## src/fdisc_consts.svh

```systemverilog
// constants for the frequency discriminator and error detector
// Summary of operation
// - frequency is current minus delayed phase
// - delay is two to the K, bits 2..0
// - delays of 1 to 16 samples set gain
// - offset is bits 7..3, fractional two's complement
// - offset spans +0.9375 to -1.0, 1/16 steps
// - offset added modulo to top five bits
// - error shifted left 0 to 4 places
// - controller never programs shift above four
// - controller zeroes offset for PSK aided acquisition
// - controller zeroes shift for PSK aided acquisition
// - controller writes zero to reserved bits
// - route bit clear sends lag accumulator out
// - route bit set sends lead plus lag
`ifndef FDISC_CONSTS_SVH
`define FDISC_CONSTS_SVH

`define PHASE_W            8
`define LOOP_W             32
`define ADDR_W             4
`define FIFO_DEPTH         16
`define HIST_DEPTH         16
`define CTRL_BITS          8
`define ADDR_FREQ_DET      4'h4
`define ADDR_FREQ_ERR_DET  4'h5
`define ADDR_CARRIER_LF1   4'h6
`define ADDR_HOST_MODE     4'h1
`define ADDR_HOST_STATUS   4'h0
`define DELAY_LSB          0
`define DELAY_MSB          2
`define OFFSET_LSB         3
`define OFFSET_MSB         7
`define SHIFT_LSB          0
`define SHIFT_MSB          2
`define SHIFT_MAX          3'h4
`define ROUTE_BIT          6
`define DELAY_RSVD_MASK    8'h07
`define LF1_RSVD_MASK      8'h7F
`define MODE_PSK_FAA_BIT   0
`define CTRL_RESET         8'h00

`endif

```

## src/fdisc_pkg.sv

```systemverilog
// types shared by both ends of the frequency detector link
`include "fdisc_consts.svh"
package fdisc_pkg;
	typedef logic [`PHASE_W-1:0]    phase_t;
	typedef logic [`LOOP_W-1:0]     loop_word_t;
	typedef logic [`CTRL_BITS-1:0]  ctrl_t;
	typedef logic [`ADDR_W-1:0]     addr_t;
endpackage

```

## src/fdisc_if.sv

```systemverilog
// link between the frequency detector and its controlling party
`timescale 1ns/100ps
interface fdisc_if;
	import fdisc_pkg::*;
	logic       cfg_wr;
	addr_t      cfg_addr;
	loop_word_t cfg_wdata;
	logic       ferr_valid;
	logic       ferr_ready;
	phase_t     ferr_data;
	loop_word_t serial_word;
	modport dev (
		input  cfg_wr,
		input  cfg_addr,
		input  cfg_wdata,
		output ferr_valid,
		input  ferr_ready,
		output ferr_data,
		output serial_word
	);
	modport ctl (
		output cfg_wr,
		output cfg_addr,
		output cfg_wdata,
		input  ferr_valid,
		output ferr_ready,
		input  ferr_data,
		input  serial_word
	);
endinterface

```

## src/fdisc_device.sv

```systemverilog
// frequency discriminator, frequency error detector and its output FIFO
//
// Design decision made here: the strobed register port.
`timescale 1ns/100ps

module fdisc_fifo
	import fdisc_pkg::*;
#(
	parameter int WIDTH = 8,
	parameter int DEPTH = 16
) (
	input  wire logic             clk,
	input  wire logic             nrst,
	input  wire logic [WIDTH-1:0] in_data,
	input  wire logic             in_valid,
	output logic                  in_ready,
	output logic [WIDTH-1:0]      out_data,
	output logic                  out_valid,
	input  wire logic             out_ready
);
	localparam int PW = $clog2(DEPTH);

	logic [WIDTH-1:0] mem [DEPTH];
	logic [PW-1:0]    wp;
	logic [PW-1:0]    rp;
	logic [PW:0]      count;
	logic             push;
	logic             pop;
	logic [PW-1:0]    next_rp;
	logic [PW:0]      next_count;

	assign push       = in_valid & in_ready;
	assign pop        = out_valid & out_ready;
	assign next_rp    = pop ? PW'(rp + 1'b1) : rp;
	assign next_count = count + (PW+1)'(push) - (PW+1)'(pop);

	always_ff @(posedge clk) begin
		if (push) begin
			mem[wp] <= in_data;
		end
	end

	always_ff @(posedge clk) begin
		if (!nrst) begin
			wp    <= '0;
			rp    <= '0;
			count <= '0;
		end else begin
			if (push) begin
				wp <= PW'(wp + 1'b1);
			end
			rp    <= next_rp;
			count <= next_count;
		end
	end

	// flags and head word registered so consumers see flop outputs
	always_ff @(posedge clk) begin
		if (!nrst) begin
			in_ready  <= 1'b1;
			out_valid <= 1'b0;
			out_data  <= '0;
		end else begin
			in_ready  <= (next_count != (PW+1)'(DEPTH));
			out_valid <= (next_count != '0);
			if (push && (wp == next_rp)) begin
				out_data <= in_data;
			end else begin
				out_data <= mem[next_rp];
			end
		end
	end
endmodule

module fdisc_device
	import fdisc_pkg::*;
(
	input  wire logic SYS_CLK,
	input  wire logic NRST,
	fdisc_if.dev      LINK,
	input  wire phase_t     PHASE,
	input  wire logic       PHASE_VALID,
	output logic            PHASE_READY,
	input  wire loop_word_t LEAD,
	input  wire loop_word_t LAG
);
	ctrl_t      freq_det_ctrl;
	ctrl_t      freq_err_ctrl;
	ctrl_t      carrier_lf1_ctrl;
	phase_t     hist [`HIST_DEPTH];
	phase_t     delayed;
	phase_t     diff;
	phase_t     with_offset;
	phase_t     ferr;
	logic [2:0] delay_k;
	logic [2:0] shift;
	logic [4:0] offset;
	logic [4:0] top_sum;
	logic       take;
	logic       fifo_in_ready;
	logic       fifo_out_valid;
	phase_t     fifo_out_data;

	// control words keep only the low byte
	always_ff @(posedge SYS_CLK) begin
		if (!NRST) begin
			freq_det_ctrl    <= `CTRL_RESET;
			freq_err_ctrl    <= `CTRL_RESET;
			carrier_lf1_ctrl <= `CTRL_RESET;
		end else if (LINK.cfg_wr) begin
			case (LINK.cfg_addr)
				`ADDR_FREQ_DET: begin
					freq_det_ctrl <= LINK.cfg_wdata[`CTRL_BITS-1:0];
				end
				`ADDR_FREQ_ERR_DET: begin
					freq_err_ctrl <= LINK.cfg_wdata[`CTRL_BITS-1:0];
				end
				`ADDR_CARRIER_LF1: begin
					carrier_lf1_ctrl <= LINK.cfg_wdata[`CTRL_BITS-1:0];
				end
				default: begin
				end
			endcase
		end
	end

	assign delay_k = freq_det_ctrl[`DELAY_MSB:`DELAY_LSB];
	assign offset  = freq_err_ctrl[`OFFSET_MSB:`OFFSET_LSB];
	assign shift   = freq_err_ctrl[`SHIFT_MSB:`SHIFT_LSB];
	assign take    = PHASE_VALID & fifo_in_ready;

	// history of earlier samples, newest in entry 0
	always_ff @(posedge SYS_CLK) begin
		if (!NRST) begin
			hist[0] <= '0;
		end else if (take) begin
			hist[0] <= PHASE;
		end
	end

	genvar gi;
	generate
		for (gi = 1; gi < `HIST_DEPTH; gi++) begin : g_hist
			always_ff @(posedge SYS_CLK) begin
				if (!NRST) begin
					hist[gi] <= '0;
				end else if (take) begin
					hist[gi] <= hist[gi-1];
				end
			end
		end
	endgenerate

	// delay of 2**K samples; settings above four hold at sixteen
	always_comb begin
		case (delay_k)
			3'h0: delayed = hist[0];
			3'h1: delayed = hist[1];
			3'h2: delayed = hist[3];
			3'h3: delayed = hist[7];
			default: delayed = hist[15];
		endcase
	end

	assign diff = PHASE - delayed;

	// fractional offset, -1.0 to +0.9375 in sixteenths, wraps
	assign top_sum     = diff[`PHASE_W-1:`PHASE_W-5] + offset;
	assign with_offset = {top_sum, diff[`PHASE_W-6:0]};

	always_comb begin
		case (shift)
			3'h0: ferr = with_offset;
			3'h1: ferr = {with_offset[`PHASE_W-2:0], 1'h0};
			3'h2: ferr = {with_offset[`PHASE_W-3:0], 2'h0};
			3'h3: ferr = {with_offset[`PHASE_W-4:0], 3'h0};
			default: ferr = {with_offset[`PHASE_W-5:0], 4'h0};
		endcase
	end

	fdisc_fifo #(
		.WIDTH(`PHASE_W),
		.DEPTH(`FIFO_DEPTH)
	) u_fifo (
		.clk      (SYS_CLK),
		.nrst     (NRST),
		.in_data  (ferr),
		.in_valid (PHASE_VALID),
		.in_ready (fifo_in_ready),
		.out_data (fifo_out_data),
		.out_valid(fifo_out_valid),
		.out_ready(LINK.ferr_ready)
	);

	assign LINK.ferr_valid = fifo_out_valid;
	assign LINK.ferr_data  = fifo_out_data;

	// room flag of the fifo; a sample offered while low is lost
	assign PHASE_READY = fifo_in_ready;

	// serial output routing
	always_ff @(posedge SYS_CLK) begin
		if (!NRST) begin
			LINK.serial_word <= '0;
		end else if (carrier_lf1_ctrl[`ROUTE_BIT]) begin
			LINK.serial_word <= LEAD + LAG;
		end else begin
			LINK.serial_word <= LAG;
		end
	end
endmodule

```

## src/flat_wrapper.sv

```systemverilog
// flat-port wrapper written by rule: the top's interface ports become plain ports
module fdisc_device_flat import fdisc_pkg::*;
  (SYS_CLK, NRST, PHASE, PHASE_VALID, PHASE_READY, LEAD, LAG, LINK_cfg_wr, LINK_cfg_addr, LINK_cfg_wdata, LINK_ferr_valid, LINK_ferr_ready, LINK_ferr_data, LINK_serial_word);
  fdisc_if LINK_i ();
  input  wire logic SYS_CLK;
  input  wire logic NRST;
  input  wire phase_t PHASE;
  input  wire logic PHASE_VALID;
  output logic PHASE_READY;
  input  wire loop_word_t LEAD;
  input  wire loop_word_t LAG;
  input wire logic [$bits(LINK_i.cfg_wr)-1:0] LINK_cfg_wr;
  input wire logic [$bits(LINK_i.cfg_addr)-1:0] LINK_cfg_addr;
  input wire logic [$bits(LINK_i.cfg_wdata)-1:0] LINK_cfg_wdata;
  output wire logic [$bits(LINK_i.ferr_valid)-1:0] LINK_ferr_valid;
  input wire logic [$bits(LINK_i.ferr_ready)-1:0] LINK_ferr_ready;
  output wire logic [$bits(LINK_i.ferr_data)-1:0] LINK_ferr_data;
  output wire logic [$bits(LINK_i.serial_word)-1:0] LINK_serial_word;
  assign LINK_i.cfg_wr = LINK_cfg_wr;
  assign LINK_i.cfg_addr = LINK_cfg_addr;
  assign LINK_i.cfg_wdata = LINK_cfg_wdata;
  assign LINK_ferr_valid = LINK_i.ferr_valid;
  assign LINK_i.ferr_ready = LINK_ferr_ready;
  assign LINK_ferr_data = LINK_i.ferr_data;
  assign LINK_serial_word = LINK_i.serial_word;
  fdisc_device u_core (.SYS_CLK(SYS_CLK), .NRST(NRST), .LINK(LINK_i), .PHASE(PHASE), .PHASE_VALID(PHASE_VALID), .PHASE_READY(PHASE_READY), .LEAD(LEAD), .LAG(LAG));
endmodule
```

## config.mk

```make
export PLATFORM = sky130hd
export DESIGN_NAME = fdisc_device_flat
export DESIGN_NICKNAME = d
export VERILOG_FILES = /design/src/fdisc_pkg.sv /design/src/fdisc_if.sv /design/src/fdisc_device.sv /design/src/flat_wrapper.sv
export VERILOG_INCLUDE_DIRS = /design/src
export SDC_FILE = /design/constraint.sdc
export NUM_CORES = 1
export LEC_CHECK = 0
export BUFFER_PORTS_ARGS = -buffer_cell sky130_fd_sc_hd__buf_2
export CAP_MARGIN = 15
export CORE_ASPECT_RATIO = 1.25
export CORE_MARGIN = 2
export CORE_UTILIZATION = 30
export CTS_BUF_LIST = sky130_fd_sc_hd__clkbuf_8
export CTS_CLUSTER_SIZE = 8
export DETAILED_ROUTE_END_ITERATION = 6
export PLACE_DENSITY_LB_ADDON = 0.08
export SLEW_MARGIN = 20
export SYNTH_ARGS = -nofsm -noshare
export SYNTH_HDL_FRONTEND = slang
export SYNTH_SLANG_ARGS = --single-unit
```

## constraint.sdc

```tcl
create_clock -name SYS_CLK -period 8.3 [get_ports SYS_CLK]
set_clock_uncertainty 0.2 [all_clocks]
set_input_delay 1.66 -clock SYS_CLK [delete_from_list [all_inputs] [get_ports SYS_CLK]]
set_output_delay 1.66 -clock SYS_CLK [all_outputs]
set_load 0.01 [all_outputs]
```

Word level (Yosys, flattened, before mapping)
Memories as Yosys holds them, arrays and structs flattened. A register that Yosys moved wholly into a read port is not among the register bits.
Cells that the tools add are included.
Cells by class
  add/sub/neg operators: 7
  eq/ne operators: 10
  mux-type cells: 25
  bitwise logic cells: 18
  reduce and logical (&&, ||, !) cells: 7
Operators with widths (count)
  2-to-1 mux 8 bit: 16
  one-hot mux 8 bit (4 select lines): 2
  adder 32 bit: 1
  2-to-1 mux 32 bit: 1
  bitwise OR 1 bit: 16
  equality test 3 x 2 -> 1 bit (second input constant): 4
  equality test 4 x 3 -> 1 bit (second input constant): 3
  adder 4 x 1 -> 4 bit (second input constant): 2
  subtractor 8 bit: 1
  equality test 3 x 1 -> 1 bit (second input constant): 2
  logical NOT 3 bit: 2
  AND reduction 2 bit: 3
  adder 5 x 1 -> 5 bit: 1
  adder 5 bit: 1
  2-to-1 mux 1 bit: 5
  != test 5 bit (second input constant): 1
  nonzero test 5 bit: 1
  subtractor 5 x 1 -> 5 bit: 1
  2-to-1 mux 4 bit: 1
  AND 1 bit: 2
  logical NOT 1 bit: 1
Storage, ports and cells
  flip-flop bits (word level): 65
  RAM bits: 256
  bits of input ports: 113
  word-level logic and storage cells: 78
  memories: 2
Memories
  u_core.hist: words 16, width 8, rd ports 16, clocked after Yosys merged registers in 0, write ports 16, line fdisc_device.sv:90  | phase_t hist [`HIST_DEPTH];
  u_core.u_fifo.mem: words 16, width 8, rd ports 1, clocked after Yosys merged registers in 1, write ports 1, line fdisc_device.sv:23  | logic [WIDTH-1:0] mem [DEPTH];

Longest topological paths before layout
  depth after elaboration: 5
  mapped depth: 19

Modules after synthesis
A second synthesis with hierarchy kept.
Unflattened totals
  cells, all modules: 1303
  area total of the unflattened synthesis: 15821.4 µm²
Modules (own cells, without submodules)
  fdisc_device: instances 1, cells an instance 766, area each 8743.4 µm², seq. area each 4724.5 µm²
  fdisc_fifo: instances 1, cells an instance 537, area each 7078.0 µm², seq. area each 4304.1 µm²

Worst setup path before layout
No wires, ideal clock.
  path kind: input port to flip-flop
  from: input port NRST
  to: memory u_core.hist[0][0] (netlist bit), enable pin
  library setup time: 1.117 ns
  data arrival time: 4.592 ns
  data required time: 6.983 ns
  path slack: 2.391 ns
  cell stages on the path: 4
  path buffers: 3
  path through: clkbuf_1 -> buf_1 -> clkbuf_1 -> nand2_1
RTL lines
  start: declaration: line flat_wrapper.sv:6  | input wire logic NRST;
  end: declaration: line fdisc_device.sv:90

Worst setup path after layout
  from: register u_core.freq_det_ctrl[0]
  to: memory u_core.u_fifo.mem[8][7], data pin
On the way
  cells in the longest elaborated chain, start to end: 5
  elaborated cells on any way between the ends: 8
  those cells by class: add/sub (2); eq/ne (3); mux (2); reduce/logical (1)
Ends and longest elaborated chain
  start: declaration: line fdisc_device.sv:87  | ctrl_t freq_det_ctrl;
  start signal: assignment: line fdisc_device.sv:107  | freq_det_ctrl <= `CTRL_RESET;
  start signal: assignment: line fdisc_device.sv:113  | freq_det_ctrl <= LINK.cfg_wdata[`CTRL_BITS-1:0];
  equality test 3 x 2 -> 1 bit, or another cell as far along: line fdisc_device.sv:156  | case (delay_k)
  one-hot mux 8 bit (4 select lines) *: line fdisc_device.sv:156
  subtractor 8 bit *: line fdisc_device.sv:165  | assign diff = PHASE - delayed;
  adder 5 bit *: line fdisc_device.sv:168  | assign top_sum = diff[`PHASE_W-1:`PHASE_W-5] + offset;
  one-hot mux 8 bit (4 select lines) *: line fdisc_device.sv:172  | case (shift)
  net u_core.ferr[7]: line fdisc_device.sv:94  | phase_t ferr;
  end: declaration: line fdisc_device.sv:23
The timed path passes the listed nets; every way through them passes the cells marked *.

==> impl_metrics.prom <==
# TYPE chip_impl_metric gauge
chip_impl_info{name="outcome",value="completed"} 1
chip_impl_metric{name="grt_pass1_vias",unit=""} 9795
chip_impl_metric{name="detailedPlacementHpwl",unit="um"} 23800
chip_impl_metric{name="drtAntennaViolNets",unit=""} 0
chip_impl_metric{name="max_cap_violations",unit=""} 0
chip_impl_metric{name="input_output_buffers",unit=""} 130
chip_impl_metric{name="worst_r2r_path_depth",unit=""} 16
chip_impl_info{name="layout.cells.most_common",value="edfxtp_1"} 1
chip_impl_metric{name="fin_crit_sh",unit="%"} 61.1
chip_impl_metric{name="timing.slew.headroom",unit="%"} 30.9
chip_impl_info{name="worst_setup_path_start_kind",value="register"} 1
chip_impl_metric{name="post_synth_num_cell_types",unit=""} 62
chip_impl_metric{name="detailedRoute.firstPassIterationCount",unit=""} 5
chip_impl_metric{name="num_vias",unit=""} 9431
chip_impl_metric{name="fin_crit",unit="ns"} 5.07
chip_impl_info{name="cts_tree",value="done"} 1
chip_impl_metric{name="area_delta_synth_final",unit="%"} 16.6
chip_impl_metric{name="globalRoute.totalOverflow",unit=""} 0
chip_impl_metric{name="worst_skew_late_latency",unit="ns"} 0.61
chip_impl_info{name="root_buffer",value="clkbuf_8"} 1
chip_impl_metric{name="htree_levels",unit=""} 2
chip_impl_metric{name="timing_max_transition_violations_final",unit=""} 0
chip_impl_metric{name="cts_post_setup_buffers_inserted",unit=""} 0
chip_impl_metric{name="first_pass_grt_wire_length",unit="um"} 57900
chip_impl_metric{name="register_bit_total_from_synthesis",unit=""} 323
chip_impl_metric{name="vias_per_cell",unit=""} 4.86
chip_impl_metric{name="grt_start_max_net_pins",unit=""} 90
chip_impl_metric{name="synth.cell_area",unit="um^2"} 14900
chip_impl_metric{name="cts_buffers",unit=""} 55
chip_impl_metric{name="die_w",unit="um"} 203
chip_impl_metric{name="final_hold_viol_count",unit=""} 0
chip_impl_info{name="crit_type",value="reg -> reg"} 1
chip_impl_metric{name="total_leakage_power",unit="nW"} 7.08
chip_impl_metric{name="place_area",unit="um^2"} 16300
chip_impl_metric{name="path_max_fanout",unit=""} 16
chip_impl_metric{name="final_design_area_no_fill",unit="um^2"} 17300
chip_impl_metric{name="postCtsResizedCells",unit=""} 0
chip_impl_metric{name="tritoncts_num_sinks",unit=""} 323
chip_impl_metric{name="power.ir.vdd_worst",unit="mV"} 0.101
chip_impl_metric{name="gp_congestion",unit=""} 0.743
chip_impl_metric{name="fin_setup_tns",unit="ns"} 0
chip_impl_metric{name="synth_sequential_area_ratio",unit="%"} 60.8
chip_impl_metric{name="floorplan.io_pins",unit=""} 155
chip_impl_metric{name="synthesis.nets",unit=""} 1269
chip_impl_metric{name="synthesis.area_per_instance",unit="um^2"} 13.5
chip_impl_metric{name="fmax",unit="GHz"} 0.197
chip_impl_metric{name="clkTransAtPathRegs",unit="ns"} 0.06
chip_impl_metric{name="syn-instance-count",unit=""} 1100
chip_impl_metric{name="max_slew.worst_pin.slew",unit="ns"} 1.03
chip_impl_metric{name="cp_data_arrival_time",unit="ns"} 5.21
chip_impl_metric{name="cts.path.max_buffers",unit=""} 3
chip_impl_metric{name="hold_path_depth",unit=""} 2
chip_impl_metric{name="power_per_cell_area",unit="nW/um^2"} 261
chip_impl_info{name="setup_crit_end_kind",value="register"} 1
chip_impl_metric{name="synth_enable_flop_cells",unit=""} 256
chip_impl_info{name="layout.cells.most_common_list",value="edfxtp_1 (256), and3_1 (134), buf_2 (129), nor2_1 (86), dfxtp_1 (66)"} 1
chip_impl_metric{name="synth-async-reset-ratio",unit="%"} 0
chip_impl_metric{name="number_of_drc_violations_after_detailed_routing_iteration_0",unit=""} 562
chip_impl_metric{name="dieArea",unit="um^2"} 51300
chip_impl_metric{name="layout-drive-gt1-share",unit="%"} 22.4
chip_impl_info{name="grt_setup_unrepaired",value="false"} 1
chip_impl_metric{name="worst-endpoint-required",unit="ns"} 8.44
chip_impl_metric{name="cts.hold.buffers_added",unit=""} 0
chip_impl_metric{name="antenna_violations_before_repair",unit=""} 3
chip_impl_metric{name="track_usage",unit="%"} 14.6
chip_impl_metric{name="yosys_warning_count",unit=""} 0
chip_impl_info{name="min-delay-path-class",value="reg -> reg"} 1
chip_impl_metric{name="die_height",unit="um"} 253
chip_impl_metric{name="row_count",unit=""} 91
chip_impl_metric{name="coreArea",unit="um^2"} 49200
chip_impl_metric{name="post-route-drc-count",unit=""} 0
chip_impl_metric{name="final_nets",unit=""} 1413
chip_impl_metric{name="routed_wirelength",unit="um"} 37400
chip_impl_metric{name="initial_core_utilization",unit="%"} 30.2
chip_impl_info{name="synth_ff_type",value="edfxtp_1"} 1
chip_impl_metric{name="average_routed_wire_per_standard_cell",unit="um"} 19.3
chip_impl_metric{name="finalSetupViolCount",unit=""} 0
-- sequential cells by signal, summed over array words and instances, names as in the netlist --
name	flops
u_core.LINK.serial_word	32
u_core.u_fifo.out_data	8
u_core.freq_det_ctrl	3
u_core.u_fifo.wp	4
u_core.u_fifo.out_valid	1
u_core.carrier_lf1_ctrl	1
u_core.u_fifo.rp	4
u_core.u_fifo.count	5
u_core.freq_err_ctrl	8
u_core.u_fifo.in_ready	1
u_core.hist	128
u_core.u_fifo.mem	128
-- synth_stat cells (3+ instances only) --
cell type  count  share of area (%)
nand2b_1       5               0.21
mux2i_1       50                3.4
xnor2_1       27                1.6
a31oi_1        3               0.13
xor2_1        12               0.71
a211oi_1       4               0.20
o2111ai_1      3               0.18
nor3_1        19               0.64
buf_2          5               0.17
o21ai_0       20               0.67
nand3_1       24               0.81
buf_4          3               0.15
nor2_1        90                2.3
mux4_2        44                6.7
buf_1          7               0.18
and3_1       134                5.6
fa_1           4               0.54
a21oi_1       41                1.4
edfxtp_1     256                 52
mux4_1         3               0.53
a2111oi_0      3               0.18
or3_1          3               0.13
a21o_1        12               0.61
o31a_1         3               0.18
a21boi_0       3               0.15
inv_1         32               0.81
nor4b_1        3               0.18
dfxtp_1       67                9.0
nand3b_1       3               0.15
nor2b_1        8               0.34
and2_1         8               0.34
clkbuf_1      46                1.2
o21a_1         9               0.45
ha_1          52                4.4
o211ai_1       9               0.45
nand2_1       43                1.1
nand4_1        6               0.25
-- metal layers --
metal	GRT usage [%]	wire length, um	vias to the layer above
met5	0	13	-
met4	4.46	760	2
met3	2.65	1550	64
met2	25.5	18800	176
met1	18.4	16300	4713
li1	-	-	4476
-- kinds of logic after synthesis --
| kind of cell | Yosys count | synth area share, % |
|---|---|---|
| and+or+nand+nor | 356 | 12.6 |
| DFF | 323 | 60.8 |
| AOI/OAI and AO/OA | 132 | 5.89 |
| muxes | 99 | 10.7 |
| buffers and inverters | 94 | 2.60 |
| adders and majority gates | 56 | 4.92 |
| xor gates and xnor gates | 40 | 2.48 |
-- cell type report --
class / instances / area (um^2)
multi-input combinational: 683 / 5520
timing repair buffer: 149 / 796
clock buffer: 62 / 853
inverter: 32 / 120
fill: 4915 / 31900
sequential: 323 / 9030
antenna: 3 / 7.51
tap: 651 / 815
clock inverter: 36 / 176
-- power by group --
group | switching, mW | leakage, nW | internal (mW)
Combinational | 0.603 | 3.34 | 0.441
Sequential | 0.0607 | 3.13 | 2.04
Clock | 0.664 | 0.609 | 0.711
Total | 1.33 | 7.08 | 3.19
-- critical path: stages, from the launching register on --
cell and delay (ns):
dfxtp_1 0.75, mux4_2 0.59, mux2i_1 0.27, ha_1 0.29
nor2b_1 0.12, o21ai_0 0.21, nor2b_1 0.19, xnor2_1 0.09
ha_1 0.21, fa_1 0.40, a21o_1 0.19, a21oi_1 0.17
xnor2_1 0.16, xnor2_1 0.16, xnor2_1 0.09, o211ai_1 0.24
and2_1 0.49
-- per-stage QoR --
stage	instances	setup WS, ns	power, mW	hold WS (ns)	utilization (%)
after CTS	1936	3.10	4.61	0.317	35.2
after global placement	1838	2.81	3.20	0.302	33.0
after floorplan	1100	2.39	2.86	0.270	-
after detailed placement	1838	2.77	3.20	0.302	33.1
after global routing	1937	2.71	4.79	0.350	35.2
final	1939	3.23	4.51	0.310	35.2
-- worst paths after layout --
kind / slack [ns] / end / start
worst max-delay path: 3.23 / u_core.u_fifo.mem[8][7] / u_core.freq_det_ctrl[0]
worst min-delay path: 0.31 / u_core.freq_err_ctrl[6] / u_core.freq_err_ctrl[6]
worst max register to register: 3.23 / u_core.u_fifo.mem[8][7] / u_core.freq_det_ctrl[0]
worst min register to register: 0.31 / u_core.freq_err_ctrl[6] / u_core.freq_err_ctrl[6]
(Power assumes the default switching activity.)
